==> src/mbst_pkg.sv <==
// Constants and types for the memory boundary-scan test access port.
//
// Function
// RULE1: Code 000 captures and shifts the pin ring and floats memory outputs.
// RULE2: Code 001 shifts the loaded identification word, memory untouched.
// RULE3: Code 010 captures and shifts the pins and disables memory drivers.
// RULE4: The tester must never load the reserved codes 011, 101 or 110.
// RULE5: Code 100 shifts the captured pin ring, memory untouched, no preload.
// RULE6: Code 111 puts the one-bit bypass register between serial in and out.
// RULE7: Identification bits 31 to 29 hold the revision number.
// RULE8: Identification bits 11 to 1 hold the eleven-bit vendor code.
// RULE9: Identification bit 0 is always one.
// RULE10: Identification bits 17 to 15 code the width, 18 and 36 differing.
// RULE11: Identification bits 14 to 12 encode the memory density.
// RULE12: Identification bits 20 to 18 encode the memory type.
// RULE13: Reset and test-logic-reset select the identifier instruction.
// RULE14: New instruction bits shift in and take effect on entering update.
// RULE15: Under the sample instruction, data-update acts like data-pause.
// RULE16: Serial out moves after test clock falls, floats outside shift states.
package mbst_pkg;

  // ---------------------------------------------------------------------
  // Sizes
  // ---------------------------------------------------------------------
  localparam int IR_W    = 3;
  localparam int ID_W    = 32;
  localparam int CHAIN_W = 70;

  // ---------------------------------------------------------------------
  // Instruction codes
  // ---------------------------------------------------------------------
  localparam logic [2:0] INS_EXTEST = 3'h0;
  localparam logic [2:0] INS_IDCODE = 3'h1;
  localparam logic [2:0] INS_SAMPZ  = 3'h2;
  localparam logic [2:0] INS_SAMPLE = 3'h4;
  localparam logic [2:0] INS_BYPASS = 3'h7;
  localparam logic [2:0] IR_RESET   = INS_IDCODE;
  localparam logic [1:0] IR_CAPTURE = 2'h1;

  // ---------------------------------------------------------------------
  // Identification fields, values are arbitrary where marked
  // ---------------------------------------------------------------------
  localparam logic [2:0]  ID_REVISION = 3'h0;
  localparam logic [1:0]  ID_VOLTAGE  = 2'h1;
  localparam logic [2:0]  ID_DEPT     = 3'h5;
  localparam logic [2:0]  ID_ARCH     = 3'h1;
  localparam logic [2:0]  ID_MEMTYPE  = 3'h1;
  localparam logic [2:0]  ID_WIDTH_18 = 3'h2;
  localparam logic [2:0]  ID_WIDTH_36 = 3'h4;
  localparam logic [2:0]  ID_DENSITY  = 3'h7;
  // Vendor code value is arbitrary.
  localparam logic [10:0] ID_VENDOR   = 11'h5A5;
  localparam logic        ID_PRESENT  = 1'h1;

  // ---------------------------------------------------------------------
  // Test state machine
  // ---------------------------------------------------------------------
  typedef enum logic [15:0] {
    ST_RESET = 16'h0001, ST_IDLE  = 16'h0002, ST_SELDR = 16'h0004,
    ST_CAPDR = 16'h0008, ST_SHDR  = 16'h0010, ST_EX1DR = 16'h0020,
    ST_PSDR  = 16'h0040, ST_EX2DR = 16'h0080, ST_UPDR  = 16'h0100,
    ST_SELIR = 16'h0200, ST_CAPIR = 16'h0400, ST_SHIR  = 16'h0800,
    ST_EX1IR = 16'h1000, ST_PSIR  = 16'h2000, ST_EX2IR = 16'h4000,
    ST_UPIR  = 16'h8000
  } mbst_state_t;

endpackage

==> src/mbst_sync.sv <==
// Two-flop synchroniser for the test pins.
`timescale 1ns/100ps
module mbst_sync (
  input  wire logic       ref_clk,
  input  wire logic       rst,
  input  wire logic [2:0] pin_in,
  output logic      [2:0] pin_sync
);

  logic [2:0] stage1;
  logic [2:0] next_stage1;
  logic [2:0] next_pin_sync;

  always_comb begin
    next_stage1   = pin_in;
    next_pin_sync = stage1;
  end

  always_ff @(posedge ref_clk or posedge rst) begin
    if (rst) begin
      stage1   <= 3'h0;
      pin_sync <= 3'h0;
    end else begin
      stage1   <= next_stage1;
      pin_sync <= next_pin_sync;
    end
  end

endmodule

==> src/mbst_tap.sv <==
// Boundary-scan test access port for the pipelined memory.
`timescale 1ns/100ps
module mbst_tap (
  input  wire logic                        ref_clk,
  input  wire logic                        rst,
  input  wire logic                        tck,
  input  wire logic                        tms,
  input  wire logic                        tdi,
  input  wire logic                        width_36,
  input  wire logic [mbst_pkg::CHAIN_W-1:0] pin_ring,
  output logic                             tdo_out,
  output logic                             tdo_oe,
  output logic                             mem_out_hiz,
  output logic [2:0]                       instruction_select
);

  // ---------------------------------------------------------------------
  // Pin sampling and test clock edges
  // ---------------------------------------------------------------------
  logic [2:0] pins_s;
  logic       tck_d;
  logic       next_tck_d;
  logic       tck_rise;
  logic       tck_fall;

  mbst_sync u_sync (
    .ref_clk  (ref_clk),
    .rst      (rst),
    .pin_in   ({tck, tms, tdi}),
    .pin_sync (pins_s)
  );

  always_comb begin
    next_tck_d = pins_s[2];
    tck_rise   = pins_s[2] & ~tck_d;
    tck_fall   = ~pins_s[2] & tck_d;
  end

  always_ff @(posedge ref_clk or posedge rst) begin
    if (rst) begin
      tck_d <= 1'h0;
    end else begin
      tck_d <= next_tck_d;
    end
  end

  // ---------------------------------------------------------------------
  // Memory pin ring sampling
  // ---------------------------------------------------------------------
  logic [mbst_pkg::CHAIN_W-1:0] ring_s1;
  logic [mbst_pkg::CHAIN_W-1:0] ring_s2;
  logic [mbst_pkg::CHAIN_W-1:0] next_ring_s1;
  logic [mbst_pkg::CHAIN_W-1:0] next_ring_s2;

  // The ring moves with the memory clock, so it passes two flops first.
  always_comb begin
    next_ring_s1 = pin_ring;
    next_ring_s2 = ring_s1;
  end

  always_ff @(posedge ref_clk or posedge rst) begin
    if (rst) begin
      ring_s1 <= '0;
      ring_s2 <= '0;
    end else begin
      ring_s1 <= next_ring_s1;
      ring_s2 <= next_ring_s2;
    end
  end

  // ---------------------------------------------------------------------
  // Identification word
  // ---------------------------------------------------------------------
  function automatic logic [mbst_pkg::ID_W-1:0] id_word(input logic w36);
    logic [2:0] wcode;
    wcode = w36 ? mbst_pkg::ID_WIDTH_36 : mbst_pkg::ID_WIDTH_18;
    // RULE7 RULE8 RULE9 id fields
    // RULE10 RULE11 RULE12 id fields
    id_word = {mbst_pkg::ID_REVISION, mbst_pkg::ID_VOLTAGE[1],
               mbst_pkg::ID_DEPT, mbst_pkg::ID_VOLTAGE[0],
               mbst_pkg::ID_ARCH, mbst_pkg::ID_MEMTYPE, wcode,
               mbst_pkg::ID_DENSITY, mbst_pkg::ID_VENDOR,
               mbst_pkg::ID_PRESENT};
  endfunction

  function automatic logic is_chain(input logic [2:0] ins);
    is_chain = (ins == mbst_pkg::INS_EXTEST) ||
               (ins == mbst_pkg::INS_SAMPZ) ||
               (ins == mbst_pkg::INS_SAMPLE);
  endfunction

  // ---------------------------------------------------------------------
  // Test state machine
  // ---------------------------------------------------------------------
  mbst_pkg::mbst_state_t state;
  mbst_pkg::mbst_state_t next_state;

  always_comb begin
    next_state = state;
    if (tck_rise) begin
      case (state)
        mbst_pkg::ST_RESET:
          next_state = pins_s[1] ? mbst_pkg::ST_RESET : mbst_pkg::ST_IDLE;
        mbst_pkg::ST_IDLE:
          next_state = pins_s[1] ? mbst_pkg::ST_SELDR : mbst_pkg::ST_IDLE;
        mbst_pkg::ST_SELDR:
          next_state = pins_s[1] ? mbst_pkg::ST_SELIR : mbst_pkg::ST_CAPDR;
        mbst_pkg::ST_CAPDR:
          next_state = pins_s[1] ? mbst_pkg::ST_EX1DR : mbst_pkg::ST_SHDR;
        mbst_pkg::ST_SHDR:
          next_state = pins_s[1] ? mbst_pkg::ST_EX1DR : mbst_pkg::ST_SHDR;
        mbst_pkg::ST_EX1DR:
          next_state = pins_s[1] ? mbst_pkg::ST_UPDR : mbst_pkg::ST_PSDR;
        mbst_pkg::ST_PSDR:
          next_state = pins_s[1] ? mbst_pkg::ST_EX2DR : mbst_pkg::ST_PSDR;
        mbst_pkg::ST_EX2DR:
          next_state = pins_s[1] ? mbst_pkg::ST_UPDR : mbst_pkg::ST_SHDR;
        mbst_pkg::ST_UPDR:
          next_state = pins_s[1] ? mbst_pkg::ST_SELDR : mbst_pkg::ST_IDLE;
        mbst_pkg::ST_SELIR:
          next_state = pins_s[1] ? mbst_pkg::ST_RESET : mbst_pkg::ST_CAPIR;
        mbst_pkg::ST_CAPIR:
          next_state = pins_s[1] ? mbst_pkg::ST_EX1IR : mbst_pkg::ST_SHIR;
        mbst_pkg::ST_SHIR:
          next_state = pins_s[1] ? mbst_pkg::ST_EX1IR : mbst_pkg::ST_SHIR;
        mbst_pkg::ST_EX1IR:
          next_state = pins_s[1] ? mbst_pkg::ST_UPIR : mbst_pkg::ST_PSIR;
        mbst_pkg::ST_PSIR:
          next_state = pins_s[1] ? mbst_pkg::ST_EX2IR : mbst_pkg::ST_PSIR;
        mbst_pkg::ST_EX2IR:
          next_state = pins_s[1] ? mbst_pkg::ST_UPIR : mbst_pkg::ST_SHIR;
        mbst_pkg::ST_UPIR:
          next_state = pins_s[1] ? mbst_pkg::ST_SELDR : mbst_pkg::ST_IDLE;
        default:
          next_state = mbst_pkg::ST_RESET;
      endcase
    end
  end

  always_ff @(posedge ref_clk or posedge rst) begin
    if (rst) begin
      state <= mbst_pkg::ST_RESET;
    end else begin
      state <= next_state;
    end
  end

  // ---------------------------------------------------------------------
  // Shift registers
  // ---------------------------------------------------------------------
  logic [2:0]                  ir_shift;
  logic [2:0]                  next_ir_shift;
  logic [2:0]                  next_instruction_select;
  logic                        bypass_bit;
  logic                        next_bypass_bit;
  logic [mbst_pkg::ID_W-1:0]   identification;
  logic [mbst_pkg::ID_W-1:0]   next_identification;
  logic [mbst_pkg::CHAIN_W-1:0] pin_scan_chain;
  logic [mbst_pkg::CHAIN_W-1:0] next_pin_scan_chain;

  always_comb begin
    next_ir_shift           = ir_shift;
    next_instruction_select = instruction_select;
    next_bypass_bit         = bypass_bit;
    next_identification     = identification;
    next_pin_scan_chain     = pin_scan_chain;
    // RULE13 identifier at reset
    if (state == mbst_pkg::ST_RESET) begin
      next_instruction_select = mbst_pkg::IR_RESET;
    end
    // RULE14 instruction takes effect
    if (state == mbst_pkg::ST_UPIR) begin
      next_instruction_select = ir_shift;
    end
    if (tck_rise) begin
      case (state)
        mbst_pkg::ST_CAPIR: begin
          next_ir_shift = {1'h0, mbst_pkg::IR_CAPTURE};
        end
        mbst_pkg::ST_SHIR: begin
          // RULE14 shift instruction bits
          next_ir_shift = {pins_s[0], ir_shift[2:1]};
        end
        mbst_pkg::ST_CAPDR: begin
          // RULE2 load identification
          next_identification = id_word(width_36);
          next_bypass_bit     = 1'h0;
          // RULE1 RULE3 RULE5 capture pin ring
          if (is_chain(instruction_select)) begin
            next_pin_scan_chain = ring_s2;
          end
        end
        mbst_pkg::ST_SHDR: begin
          // RULE6 bypass path
          next_bypass_bit     = pins_s[0];
          next_identification = {pins_s[0], identification[31:1]};
          next_pin_scan_chain = {pins_s[0],
                                 pin_scan_chain[mbst_pkg::CHAIN_W-1:1]};
        end
        default: begin
          // RULE15 update acts as pause
          next_pin_scan_chain = pin_scan_chain;
        end
      endcase
    end
  end

  always_ff @(posedge ref_clk or posedge rst) begin
    if (rst) begin
      ir_shift           <= 3'h0;
      instruction_select <= mbst_pkg::IR_RESET;
      bypass_bit         <= 1'h0;
      identification     <= '0;
      pin_scan_chain     <= '0;
    end else begin
      ir_shift           <= next_ir_shift;
      instruction_select <= next_instruction_select;
      bypass_bit         <= next_bypass_bit;
      identification     <= next_identification;
      pin_scan_chain     <= next_pin_scan_chain;
    end
  end

  // ---------------------------------------------------------------------
  // Serial out and output control
  // ---------------------------------------------------------------------
  logic serial_bit;
  logic next_tdo_out;
  logic next_tdo_oe;
  logic next_mem_out_hiz;

  always_comb begin
    if (state == mbst_pkg::ST_SHIR) begin
      serial_bit = ir_shift[0];
    end else if (is_chain(instruction_select)) begin
      serial_bit = pin_scan_chain[0];
    end else if (instruction_select == mbst_pkg::INS_IDCODE) begin
      serial_bit = identification[0];
    end else begin
      serial_bit = bypass_bit;
    end
    next_tdo_out = tdo_out;
    next_tdo_oe  = tdo_oe;
    // RULE16 falling edge output
    if (tck_fall) begin
      next_tdo_out = serial_bit;
      next_tdo_oe  = (state == mbst_pkg::ST_SHIR) ||
                     (state == mbst_pkg::ST_SHDR);
    end
    // RULE1 RULE3 outputs forced off
    next_mem_out_hiz = (instruction_select == mbst_pkg::INS_EXTEST) ||
                       (instruction_select == mbst_pkg::INS_SAMPZ);
  end

  always_ff @(posedge ref_clk or posedge rst) begin
    if (rst) begin
      tdo_out     <= 1'h0;
      tdo_oe      <= 1'h0;
      mem_out_hiz <= 1'h0;
    end else begin
      tdo_out     <= next_tdo_out;
      tdo_oe      <= next_tdo_oe;
      mem_out_hiz <= next_mem_out_hiz;
    end
  end

endmodule

==> config.mk <==
export PLATFORM = sky130hd
export DESIGN_NAME = mbst_tap
export DESIGN_NICKNAME = d
export VERILOG_FILES = /design/src/mbst_pkg.sv /design/src/mbst_sync.sv /design/src/mbst_tap.sv
export SDC_FILE = /design/constraint.sdc
export NUM_CORES = 1
export LEC_CHECK = 0
export ABC_AREA = 1
export ABC_CLOCK_PERIOD_IN_PS = 22700
export BUFFER_PORTS_ARGS = -buffer_cell sky130_fd_sc_hd__clkbuf_2
export CELL_PAD_IN_SITES_DETAIL_PLACEMENT = 2
export CELL_PAD_IN_SITES_GLOBAL_PLACEMENT = 2
export CORE_MARGIN = 1.5
export CORE_UTILIZATION = 42
export CTS_CLUSTER_SIZE = 8
export DETAILED_ROUTE_END_ITERATION = 12
export PLACE_DENSITY_LB_ADDON = 0.1
export SLEW_MARGIN = 40
export SYNTH_ARGS = -nofsm -noshare
export SYNTH_HDL_FRONTEND = slang
export SYNTH_HIERARCHICAL = 1
export SYNTH_SLANG_ARGS = --single-unit
==> constraint.sdc <==
create_clock -name ref_clk -period 22.7 [get_ports ref_clk]
set_clock_uncertainty 0.15 [all_clocks]
set_input_delay 4.54 -clock ref_clk [delete_from_list [all_inputs] [get_ports ref_clk]]
set_output_delay 4.54 -clock ref_clk [all_outputs]
set_load 0.005 [all_outputs]
# == Word-level counts from Yosys, hierarchy flattened ==
# Index checks and enable logic that the tools add are counted.
# totals
register_bits,275
latch_bits,0
ramBits,0
mem_bits_ro,0
in_bits,76
out_inout_bits,6
word_cells,75
mem_count,0
# classes
n_addsub,0
mul,0
n_div,0
n_lt_le_gt_ge,0
eq_ne,20
shift,0
mux,24
bitwise_logic,4
n_reduce_logical,13
# op_table
op,count
$pmux 16 s12,1
$pmux 70 s2,1
$mux 70,1
$pmux 32 s2,1
$mux 16,2
$mux 9,2
$eq 16x1->1 const B,1
$eq 16x10->1 const B,1
$eq 16x11->1 const B,1
$eq 16x12->1 const B,1
$eq 16x13->1 const B,1
$eq 16x14->1 const B,1
$eq 16x15->1 const B,1
$eq 16x16->1 const B,1
$eq 16x2->1 const B,1
$eq 16x3->1 const B,1
$eq 16x4->1 const B,1
$eq 16x5->1 const B,1
$eq 16x6->1 const B,1
$eq 16x7->1 const B,1
$eq 16x8->1 const B,1
$eq 16x9->1 const B,1
$mux 15,1
$mux 13,1
other kinds (22),35

# == Depth between registers and ports, before layout ==
# Gate-level depths: netlist of run 1.
# depth
ltp_word,5
depth_mapped,11
depth_no_buf,11

# == Modules after synthesis ==
# Netlist of run 1, hierarchy kept.
# modules_own_cells
mod,instances,cells_each,area_per_inst_um2,seq_area_each_um2
mbst_tap,1,857,9507.9,6708.9
mbst_sync,1,7,153.9,150.1

# == Least setup slack after synthesis of run 1 ==
# No wires, ideal clock.
# synth_path
path_kind,reg-to-output
startpoint,reg instruction_select[0]
endpoint,out instruction_select[0]
t_arrival_ps,528
required_time_ps,18010
slack_ps,17482
path_stages_with_launch,1
n_path_buf,0
path_cell_list,dfstp_2
# synth_lines
item,line,rtl
from (decl),mbst_tap.sv:14,output logic [2:0] instruction_select
from (signal assigned),mbst_tap.sv:211,instruction_select <= mbst_pkg::IR_RESET;
from (signal assigned),mbst_tap.sv:217,instruction_select <= next_instruction_select;
# No word-level cell between the ends.

==> results of run 1 <==
[path summary, 6_finish.rpt]
check                                                     end  slack, ps  cells after the start
worst max-delay path                    ring_s2[57]$_DFF_PP0_      16590                      5
worst min-delay path                     ring_s2[0]$_DFF_PP0_        190                      0
worst max register to register  pin_scan_chain[6]$_DFFE_PP0P_      19610                      9
worst min register to register           ring_s2[0]$_DFF_PP0_        190                      0
max in group ref_clk                    instruction_select[0]      16810                      1
min in group asynchronous        u_sync/pin_sync[2]$_DFF_PP0_       3870                      2
[critical path: stages]
cell and delay, ps:
clkbuf_2 150, inv_12 480, buf_6 570, buf_4 520, buf_12 290
[per-stage QoR]
| step | setup WS [ps] | utilization, % | cells |
|---|---|---|---|
| after floorplan | 10630 | - | 864 |
| after global placement | 15460 | 45.5 | 1198 |
| after detailed placement | 15690 | 45.6 | 1199 |
| after CTS | 16250 | 50.4 | 1247 |
| after global routing | 16270 | 50.6 | 1248 |
| final | 16590 | 50.6 | 1248 |
[cells in the mapped netlist (3+ instances only)]
cell type / n / area (um^2)
o22ai_1: 9 / 56.3
buf_2: 21 / 105
a22o_1: 6 / 52.6
o21ai_0: 92 / 460
nand3_1: 30 / 150
mux2i_1: 19 / 190
inv_1: 80 / 300
a21oi_1: 33 / 165
nor2_4: 5 / 56.3
buf_4: 4 / 30.0
nor2_2: 4 / 25.0
a22oi_1: 6 / 45.0
clkbuf_1: 7 / 26.3
nor2_1: 59 / 221
dfrtp_1: 272 / 6810
nand2_2: 5 / 31.3
o21ai_1: 21 / 105
nand2_1: 167 / 627
nor3_1: 5 / 25.0
buf_6: 3 / 33.8
[final cells by class]
class                   instances  area (um^2)
multi-input cells             472         2290
clock inverters                 3         53.8
well taps                     285          357
inverters                      82          323
clock buffers                  45         1040
flip-flops and latches        274         6860
fillers                      2244        11200
repair buffers                 87          485
[cell families (layout without fill, tap and decap cells)]
family | Yosys count | after routing
compound gates | 172 | 172
buf+inv | 118 | 217
flops | 274 | 274
mux | 20 | 20
simple gates | 280 | 280
[report_power, final]
part	switching (uW)	internal [uW]
registers	17.1	527
logic	56.8	29.1
clock network	203	321
[flip-flops by register name, indices dropped and copies added, names as in the netlist]
register and count:
ring_s2 70, u_sync/next_pin_sync 3, tck_d 1, identification 31, bypass_bit 1, tdo_out 1
ir_shift 3, instruction_select 3, state 16, tdo_oe 1, pin_scan_chain 70, mem_out_hiz 1
u_sync/pin_sync 3, next_ring_s2 70
[layer usage]
metal	track usage (%)	wire length, um
met5	0	0
met4	7.33	519
met1	25.6	9970
met3	3.95	738
met2	37.4	12200
==> results.yml, run 1 <==
yosys:
  synthAdderAreaFrac_pct: 0
  syn_area_mm2: 0.00966
  synth_nets: 940
  synthXorXnorAreaFrac_pct: 0
  yosysWarnings: 6
  synth_top_family_by_area: "simple AND/OR/NAND/NOR gates"
  synth_compound_area_share_pct: 9.53
  ys_seq_area_share_pct: 71.0
  synth-edff-count: 0
  ys.flop_type: "dfrtp_1"
  async_flop_share_pct: 100
  yosys_register_bits: 274
  synth_cell_types: 31
  synthMuxAreaShare_pct: 2.08
  postSynthAreaPerCell_um2: 11.2
  synthesis.instances: 864
  yosys.area_share.simple_pct: 12.1
placed_design:
  placed_cell_area_mm2: 0.0103
  io_buffers: 81
  dp_hpwl_um: 14300
  routabilityCongestion: 0.833
drt:
  drt_first_iter_violations: 196
  drt_wl_total_um: 23500
  ant_nets: 0
  detail_route.wl_per_cell_um: 18.8
  drt_first_pass_iters: 4
  via_count: 6418
  viasPerCell: 5.14
  drc: 0
critical_path:
  worst_ep_required_time_ps: 23250
  arrival_ps: 6660
  path_max_fanout: 133
  path_class: "input pin to asynchronous set/reset pin"
  rr_startpoint: "state[10]$_DFFE_PP0P_"
  crit_start: "rst"
  crit_path_start_kind: "input pin"
  end_kind: "asynchronous set/reset pin"
cts:
  cts_hold_buf: 0
  htreeDepth: 2
  clock-sinks: 274
  cts_inserted_buffers: 40
  cts_tree: "yes"
  cts_resized: 0
  cts.path.max_buffers: 3
  post_cts_buffers: 0
  clk_pin_slew_ps: 50
  root_buffer: "clkbuf_16"
  clk_latency_ps: 530
cells_and_area:
  final_common_cell: "dfrtp_1"
  areaGrowthSynthToFinish_pct: 18.1
  nets: 1033
  diodes: 0
  drive_gt1_share_pct: 15.9
  design_area_mm2: 0.0114
  final_cell_mix: "272 x dfrtp_1, 167 x nand2_1, 92 x o21ai_0, 81 x clkbuf_2, 79 x inv_1"
sta:
  period_needed_ps: 6110
  worstMarginPinSlew_ps: 814
  fin_crit_sh_pct: 26.9
  rsz0062_at_grt: "no"
  finalMaxSlewViolations: 0
  relSlewSlack_pct: 45.6
  whs_ps: 187
  hold_viol: 0
  finalSetupViolations: 0
  setup-tns-final_ps: 0
  max_freq_ghz: 0.164
global_routing:
  grt_antenna_before_repair: 0
  grt_pass1_vias: 7636
  grt_pass1_wl_um: 39700
  grt_max_degree: 134
  grt_use_total_pct: 21.0
  overflow: 0
die:
  core_area_mm2: 0.0226
  rows: 55
  pin_count: 82
  start_util_pct: 42.8
  die_y_um: 155
  die_w_um: 155
  dieArea_mm2: 0.0239
power_and_ir_drop:
  total_power_uw: 1150
  p_leak_uw: 0.00556
  vdd_drop_max_mv: 0.0684
  powerDensity_mw_per_mm2: 101
min_path:
  holdCritStartpoint: "next_ring_s2[0]$_DFF_PP0_"
  hold_class: "flip-flop to flip-flop"
status:
  status: "complete, no violations"
flow_run:
  cap_violations: 0
Power figures use the tool's default switching activity.
==> inputs of run 2 (changes only) <==
--- a/config.mk
+++ b/config.mk
@@ -6,12 +6,12 @@
 export NUM_CORES = 1
 export LEC_CHECK = 0
 export ABC_AREA = 1
-export ABC_CLOCK_PERIOD_IN_PS = 22700
+export ABC_CLOCK_PERIOD_IN_PS = 5400
 export BUFFER_PORTS_ARGS = -buffer_cell sky130_fd_sc_hd__clkbuf_2
 export CELL_PAD_IN_SITES_DETAIL_PLACEMENT = 2
 export CELL_PAD_IN_SITES_GLOBAL_PLACEMENT = 2
 export CORE_MARGIN = 1.5
-export CORE_UTILIZATION = 42
+export CORE_UTILIZATION = 35
 export CTS_CLUSTER_SIZE = 8
 export DETAILED_ROUTE_END_ITERATION = 12
 export PLACE_DENSITY_LB_ADDON = 0.1
==> constraint.sdc (replaced) <==
create_clock -name ref_clk -period 5.4 [get_ports ref_clk]
set_clock_uncertainty 0.15 [all_clocks]
set_input_delay 1.08 -clock ref_clk [delete_from_list [all_inputs] [get_ports ref_clk]]
set_output_delay 1.08 -clock ref_clk [all_outputs]
set_load 0.005 [all_outputs]
==> run 2 against run 1 <==
Against the previous run: sequential share of layout area fell by 0.52 points; die area up 20%; global-route usage decreased by 3.8 points; via count fell by 0.26%; worst setup slack worse by 15000 ps; largest cell class unchanged; largest power group unchanged; highest routed layer unchanged.
==> results.yml, run 2 (synthesis gave the netlist of run 1 again) <==
cts:
  post_cts_buffers: 0
  cts_resized: 0
  clk_latency_ps: 520
  cts.path.max_buffers: 3
  htreeDepth: 2
  clk_pin_slew_ps: 50
  clock-sinks: 274
  cts_inserted_buffers: 40
  cts_tree: "yes"
  cts_hold_buf: 0
  root_buffer: "clkbuf_16"
critical_path:
  rr_startpoint: "state[14]$_DFFE_PP0P_"
  cp_top_family: "simple AND/OR/NAND/NOR gates"
  path_cells: "nor2_1, nand2_1, nor2_4, nand2_4, o21ai_2, nand2_2, buf_4, inv_4, o21ai_0"
  regToRegEndpoint: "pin_scan_chain[62]$_DFFE_PP0P_"
  worst_ep_required_time_ps: 5600
  crit_path_start_kind: "flip-flop"
  r2r_slack_ps: 2060
  path_max_fanout: 79
  path_class: "flip-flop to flip-flop"
  cp_slowest_stage_delay_ps: 640
  worst_r2r_path_depth: 9
  crit_slowest_cell: "nor2_4"
  end_kind: "flip-flop"
  critPathBufInv: 2
  arrival_ps: 3540
die:
  rows: 60
  start_util_pct: 35.7
  dieArea_mm2: 0.0286
  core_area_mm2: 0.0270
  die_y_um: 169
  pin_count: 82
  die_w_um: 169
placed_design:
  io_buffers: 81
  dp_hpwl_um: 14800
  routabilityCongestion: 0.837
power_and_ir_drop:
  powerDensity_mw_per_mm2: 427
  vdd_drop_max_mv: 0.276
  p_leak_uw: 0.00557
min_path:
  min_path_cells: 0
  holdCritStartpoint: "next_ring_s2[47]$_DFF_PP0_"
  min_to: "ring_s2[47]$_DFF_PP0_"
  hold_class: "flip-flop to flip-flop"
global_routing:
  overflow: 0
  grt_pass1_vias: 7518
  grt_pass1_wl_um: 39100
  grt_antenna_before_repair: 0
  grt_use_total_pct: 17.2
  grt_max_degree: 89
sta:
  worstMarginPinSlew_ps: 757
  relSlewSlack_pct: 49.5
  hold_viol: 0
  whs_ps: 193
  finalSetupViolations: 0
  period_needed_ps: 3340
  fin_crit_sh_pct: 61.9
  finalMaxSlewViolations: 0
  setup-tns-final_ps: 0
  max_freq_ghz: 0.299
  rsz0062_at_grt: "no"
drt:
  drt_first_iter_violations: 317
  via_count: 6401
  viasPerCell: 4.88
  drt_wl_total_um: 23400
  ant_nets: 0
  drt_first_pass_iters: 4
  detail_route.wl_per_cell_um: 17.8
  drc: 0
cells_and_area:
  diodes: 0
  areaGrowthSynthToFinish_pct: 19.2
  post-route-util_pct: 42.6
  final_common_cell: "dfrtp_1"
  nets: 1034
  drive_gt1_share_pct: 15.8
  final_cell_mix: "272 x dfrtp_1, 167 x nand2_1, 92 x o21ai_0, 81 x clkbuf_2, 79 x inv_1"
flow_run:
  cap_violations: 0
status:
  status: "complete, no violations"
-- run 2: worst reg2reg max path: cells and delay by family, from the launching register on --
| kind | cells | cell delay (ps) |
|---|---|---|
| compound gates | 2 | 360 |
| buf+inv | 2 | 910 |
| flops | 1 | 390 |
| simple gates | 5 | 1380 |
-- run 2: final cells by class --
type,count,area (um^2)
flip-flops and latches,274,6860
repair buffers,88,493
clock inverters,3,55.1
well taps,341,427
multi-input cells,472,2290
fillers,2826,15500
clock buffers,53,1070
inverters,82,314
-- run 2: report_power, final --
group | internal, uW | switching [uW] | total (uW)
clock | 1370 | 882 | 2260
combinational | 123 | 242 | 366
sequential | 2220 | 72.7 | 2290
-- run 2: layer usage --
| layer | GRT usage (%) | part of all wire (%) |
|---|---|---|
| met5 | 0 | 0 |
| met4 | 4.46 | 1.7 |
| met3 | 3.15 | 3.5 |
| met2 | 30.0 | 51 |
| met1 | 22.0 | 44 |
-- run 2: metrics by stage --
stage,cells,total power (uW),setup slack (ps),instance area [um^2]
after floorplan,864,2540,632,9670
after global placement,1256,2650,2010,10300
after detailed placement,1256,2690,1750,10400
after CTS,1312,5000,1650,11500
after global routing,1313,5130,1750,11500
final,1313,4910,2060,11500
-- run 2: how the worst max path moves through the flow --
| stage | from | cells past startpoint | endpoint |
|---|---|---|---|
| 2_1_floorplan | rst | 1 | bypass_bit$_DFFE_PP0P_ |
| 5_1_grt | state[10]$_DFFE_PP0P_ | 10 | pin_scan_chain[31]$_DFFE_PP0P_ |
| 4_1_cts | state[0]$_DFFE_PP1P_ | 9 | pin_scan_chain[62]$_DFFE_PP0P_ |
| 6_report | state[14]$_DFFE_PP0P_ | 9 | pin_scan_chain[62]$_DFFE_PP0P_ |
| 3_5_place_dp | state[0]$_DFFE_PP1P_ | 9 | pin_scan_chain[26]$_DFFE_PP0P_ |
| 3_3_place_gp | state[0]$_DFFE_PP1P_ | 9 | pin_scan_chain[30]$_DFFE_PP0P_ |
==> inputs of run 3 (changes only) <==
--- a/config.mk
+++ b/config.mk
@@ -5,13 +5,13 @@
 export SDC_FILE = /design/constraint.sdc
 export NUM_CORES = 1
 export LEC_CHECK = 0
-export ABC_AREA = 1
-export ABC_CLOCK_PERIOD_IN_PS = 5400
+export ABC_AREA = 0
+export ABC_CLOCK_PERIOD_IN_PS = 3100
 export BUFFER_PORTS_ARGS = -buffer_cell sky130_fd_sc_hd__clkbuf_2
 export CELL_PAD_IN_SITES_DETAIL_PLACEMENT = 2
 export CELL_PAD_IN_SITES_GLOBAL_PLACEMENT = 2
 export CORE_MARGIN = 1.5
-export CORE_UTILIZATION = 35
+export CORE_UTILIZATION = 41
 export CTS_CLUSTER_SIZE = 8
 export DETAILED_ROUTE_END_ITERATION = 12
 export PLACE_DENSITY_LB_ADDON = 0.1
==> constraint.sdc (replaced) <==
create_clock -name ref_clk -period 3.1 [get_ports ref_clk]
set_clock_uncertainty 0.15 [all_clocks]
set_input_delay 0.62 -clock ref_clk [delete_from_list [all_inputs] [get_ports ref_clk]]
set_output_delay 0.62 -clock ref_clk [all_outputs]
set_load 0.005 [all_outputs]
==> run 3 against run 2 <==
Against the previous run: global-route usage is 1.6 points higher; register-to-register slack worse by 1600 ps; sequential power increased by 70%; cell count is 14% lower; non-clock buffer count is 9 higher; core utilization up 6.7 points; largest power group unchanged; sequential cell count did not move; via count fell by 8.7%; die area is 14% lower; count of clock-buffer cells in the layout down 6; critical path type unchanged; critical path depth fell by 3; critical endpoint is now pin_scan_chain[56]$_DFFE_PP0P_.
==> results.yml, run 3 <==
status:
  status: "complete, no violations"
drt:
  ant_nets: 0
  detail_route.wl_per_cell_um: 18.9
  drt_first_pass_iters: 4
  drt_first_iter_violations: 226
  drc: 0
  viasPerCell: 5.16
  via_count: 5845
  drt_wl_total_um: 21400
yosys:
  synth_most_common_cell: "dfrtp_1"
  postSynthAreaPerCell_um2: 13.6
  synth_nets: 793
  ys_seq_area_share_pct: 70.3
  ys.flop_type: "dfrtp_1"
  syn_area_mm2: 0.00976
  ys_top_cells_by_count: "272 x dfrtp_1, 81 x nor2_1, 74 x a21oi_1"
  yosysWarnings: 6
  synth-edff-count: 0
  synthesis.instances: 717
  async_flop_share_pct: 100
  synth_cell_types: 54
  synth_area_leaders: "dfrtp_1 70%, mux2i_1 7.5%, a21oi_1 3.8%, nor2_1 3.1%, buf_12 1.6%"
  yosys.area.top_type_share_pct: 69.7
  synth_top_cell_by_area: "dfrtp_1"
  yosys_register_bits: 274
cts:
  clock-sinks: 274
  cts_tree: "yes"
  post_cts_buffers: 0
  clk_pin_slew_ps: 50
  clk_latency_ps: 520
  cts_inserted_buffers: 40
  cts_resized: 0
  htreeDepth: 2
  root_buffer: "clkbuf_16"
  cts.path.max_buffers: 3
sta:
  whs_ps: 61.9
  fin_crit_sh_pct: 86.4
  hold_viol: 0
  period_needed_ps: 2680
  relSlewSlack_pct: 54.4
  finalMaxSlewViolations: 0
  rsz0062_at_grt: "no"
  setup-tns-final_ps: 0
  finalSetupViolations: 0
  worstMarginPinSlew_ps: 678
  max_freq_ghz: 0.373
critical_path:
  arrival_ps: 2890
  path_class: "flip-flop to flip-flop"
  crit_path_start_kind: "flip-flop"
  path_max_fanout: 57
  end_kind: "flip-flop"
  worst_ep_required_time_ps: 3320
die:
  rows: 56
  start_util_pct: 41.7
  dieArea_mm2: 0.0247
  core_area_mm2: 0.0234
  pin_count: 82
  die_y_um: 157
  die_w_um: 157
cells_and_area:
  design_area_mm2: 0.0115
  seq_area_mm2: 0.00686
  post-route-util_pct: 49.3
  drive_gt1_share_pct: 18.7
  diodes: 0
  nets: 882
  areaGrowthSynthToFinish_pct: 18.1
  final_cells: 1132
  fillers: 2261
  final_cell_mix: "272 x dfrtp_1, 81 x nor2_1, 81 x clkbuf_2, 74 x a21oi_1, 73 x mux2i_1"
  multi_input_area_mm2: 0.00253
  final_common_cell: "dfrtp_1"
global_routing:
  grt_max_degree: 77
  grt_use_total_pct: 18.7
  grt_pass1_wl_um: 36100
  grt_pass1_vias: 6869
  grt_antenna_before_repair: 0
  overflow: 0
flow_run:
  cap_violations: 0
placed_design:
  dp_hpwl_um: 13300
  placed_cell_area_mm2: 0.0104
  io_buffers: 81
  dp.cells: 1082
  routabilityCongestion: 0.834
power_and_ir_drop:
  vdd_drop_max_mv: 0.357
  powerDensity_mw_per_mm2: 707
  p_leak_uw: 0.00524
min_path:
  hold_class: "input pin to flip-flop"
-- run 3: layout make-up --
cell class                      instances  share of cell area (%)
Timing Repair Buffer                   97                    5.45
Multi-Input combinational cell        389                    21.9
Sequential cell                       274                    59.5
Clock buffer                           47                    9.28
Tap cell                              319                    3.46
Inverter                                4                   0.163
Clock inverter                          2                   0.217
-- run 3: kinds of logic (layout without fill, tap and decap cells) --
family / count (synthesis) / count (layout) / share of synthesized area [%]
AO/OA/AOI/OAI: 139 / 139 / 8.95
XOR/XNOR: 7 / 7 / 0.628
adder cells (fa/ha/maj): 1 / 1 / 0.103
buffers and inverters: 54 / 150 / 3.87
flip-flops: 274 / 274 / 70.3
multiplexers: 73 / 73 / 7.49
AND/OR/NAND/NOR: 169 / 169 / 8.70
-- run 3: per-layer routing --
metal | wire [um] | GRT usage [%] | vias up
met5 | 0 | 0 | -
met4 | 393 | 5.84 | 0
met3 | 774 | 3.66 | 32
met2 | 11100 | 32.6 | 95
met1 | 9160 | 23.6 | 3057
li1 | - | - | 2661
-- run 3: power by group --
group | total [uW] | internal, uW | leakage (uW) | switching, uW
sequential | 3900 | 3790 | 0.00345 | 117
clock | 3830 | 2390 | 0.000534 | 1440
combinational | 422 | 182 | 0.00125 | 240
total | 8150 | 6360 | 0.00524 | 1790
-- run 3: worst max-delay path: stages (launching register included) --
cell     delay (ps)
dfrtp_1         480
or4_4           630
nor2_8          190
and4_4          280
buf_12          360
mux2i_1         290
a21oi_1         120
-- run 3: what timing repair did --
action                                  in CTS  in global routing
hold buffers                                 1                  0
endpoints found under the setup margin       0                  0
endpoints found under the hold margin       20                  0
-- run 3: final timing paths --
check | slack, ps | end | start | depth (start not counted)
max | 420 | pin_scan_chain[56]$_DFFE_PP0P_ | state[12]$_DFFE_PP0P_ | 6
min | 60 | next_ring_s2[21]$_DFF_PP0_ | pin_ring[21] | 1
max reg2reg | 420 | pin_scan_chain[56]$_DFFE_PP0P_ | state[12]$_DFFE_PP0P_ | 6
min reg2reg | 190 | ring_s2[7]$_DFF_PP0_ | next_ring_s2[7]$_DFF_PP0_ | 0
max in group asynchronous | 1440 | next_ring_s2[51]$_DFF_PP0_ | rst | 5
min in group asynchronous | 450 | u_sync/pin_sync[0]$_DFF_PP0_ | rst | 3
-- run 3: stage by stage --
| stage | worst slack [ps] | power (uW) |
|---|---|---|
| 6_report | 422 | 8150 |
| 5_1_grt | 279 | 8510 |
| 3_5_place_dp | 444 | 4390 |
| 4_1_cts | 391 | 8300 |
| 2_1_floorplan | -1210 | 4190 |
| 3_3_place_gp | 563 | 4350 |
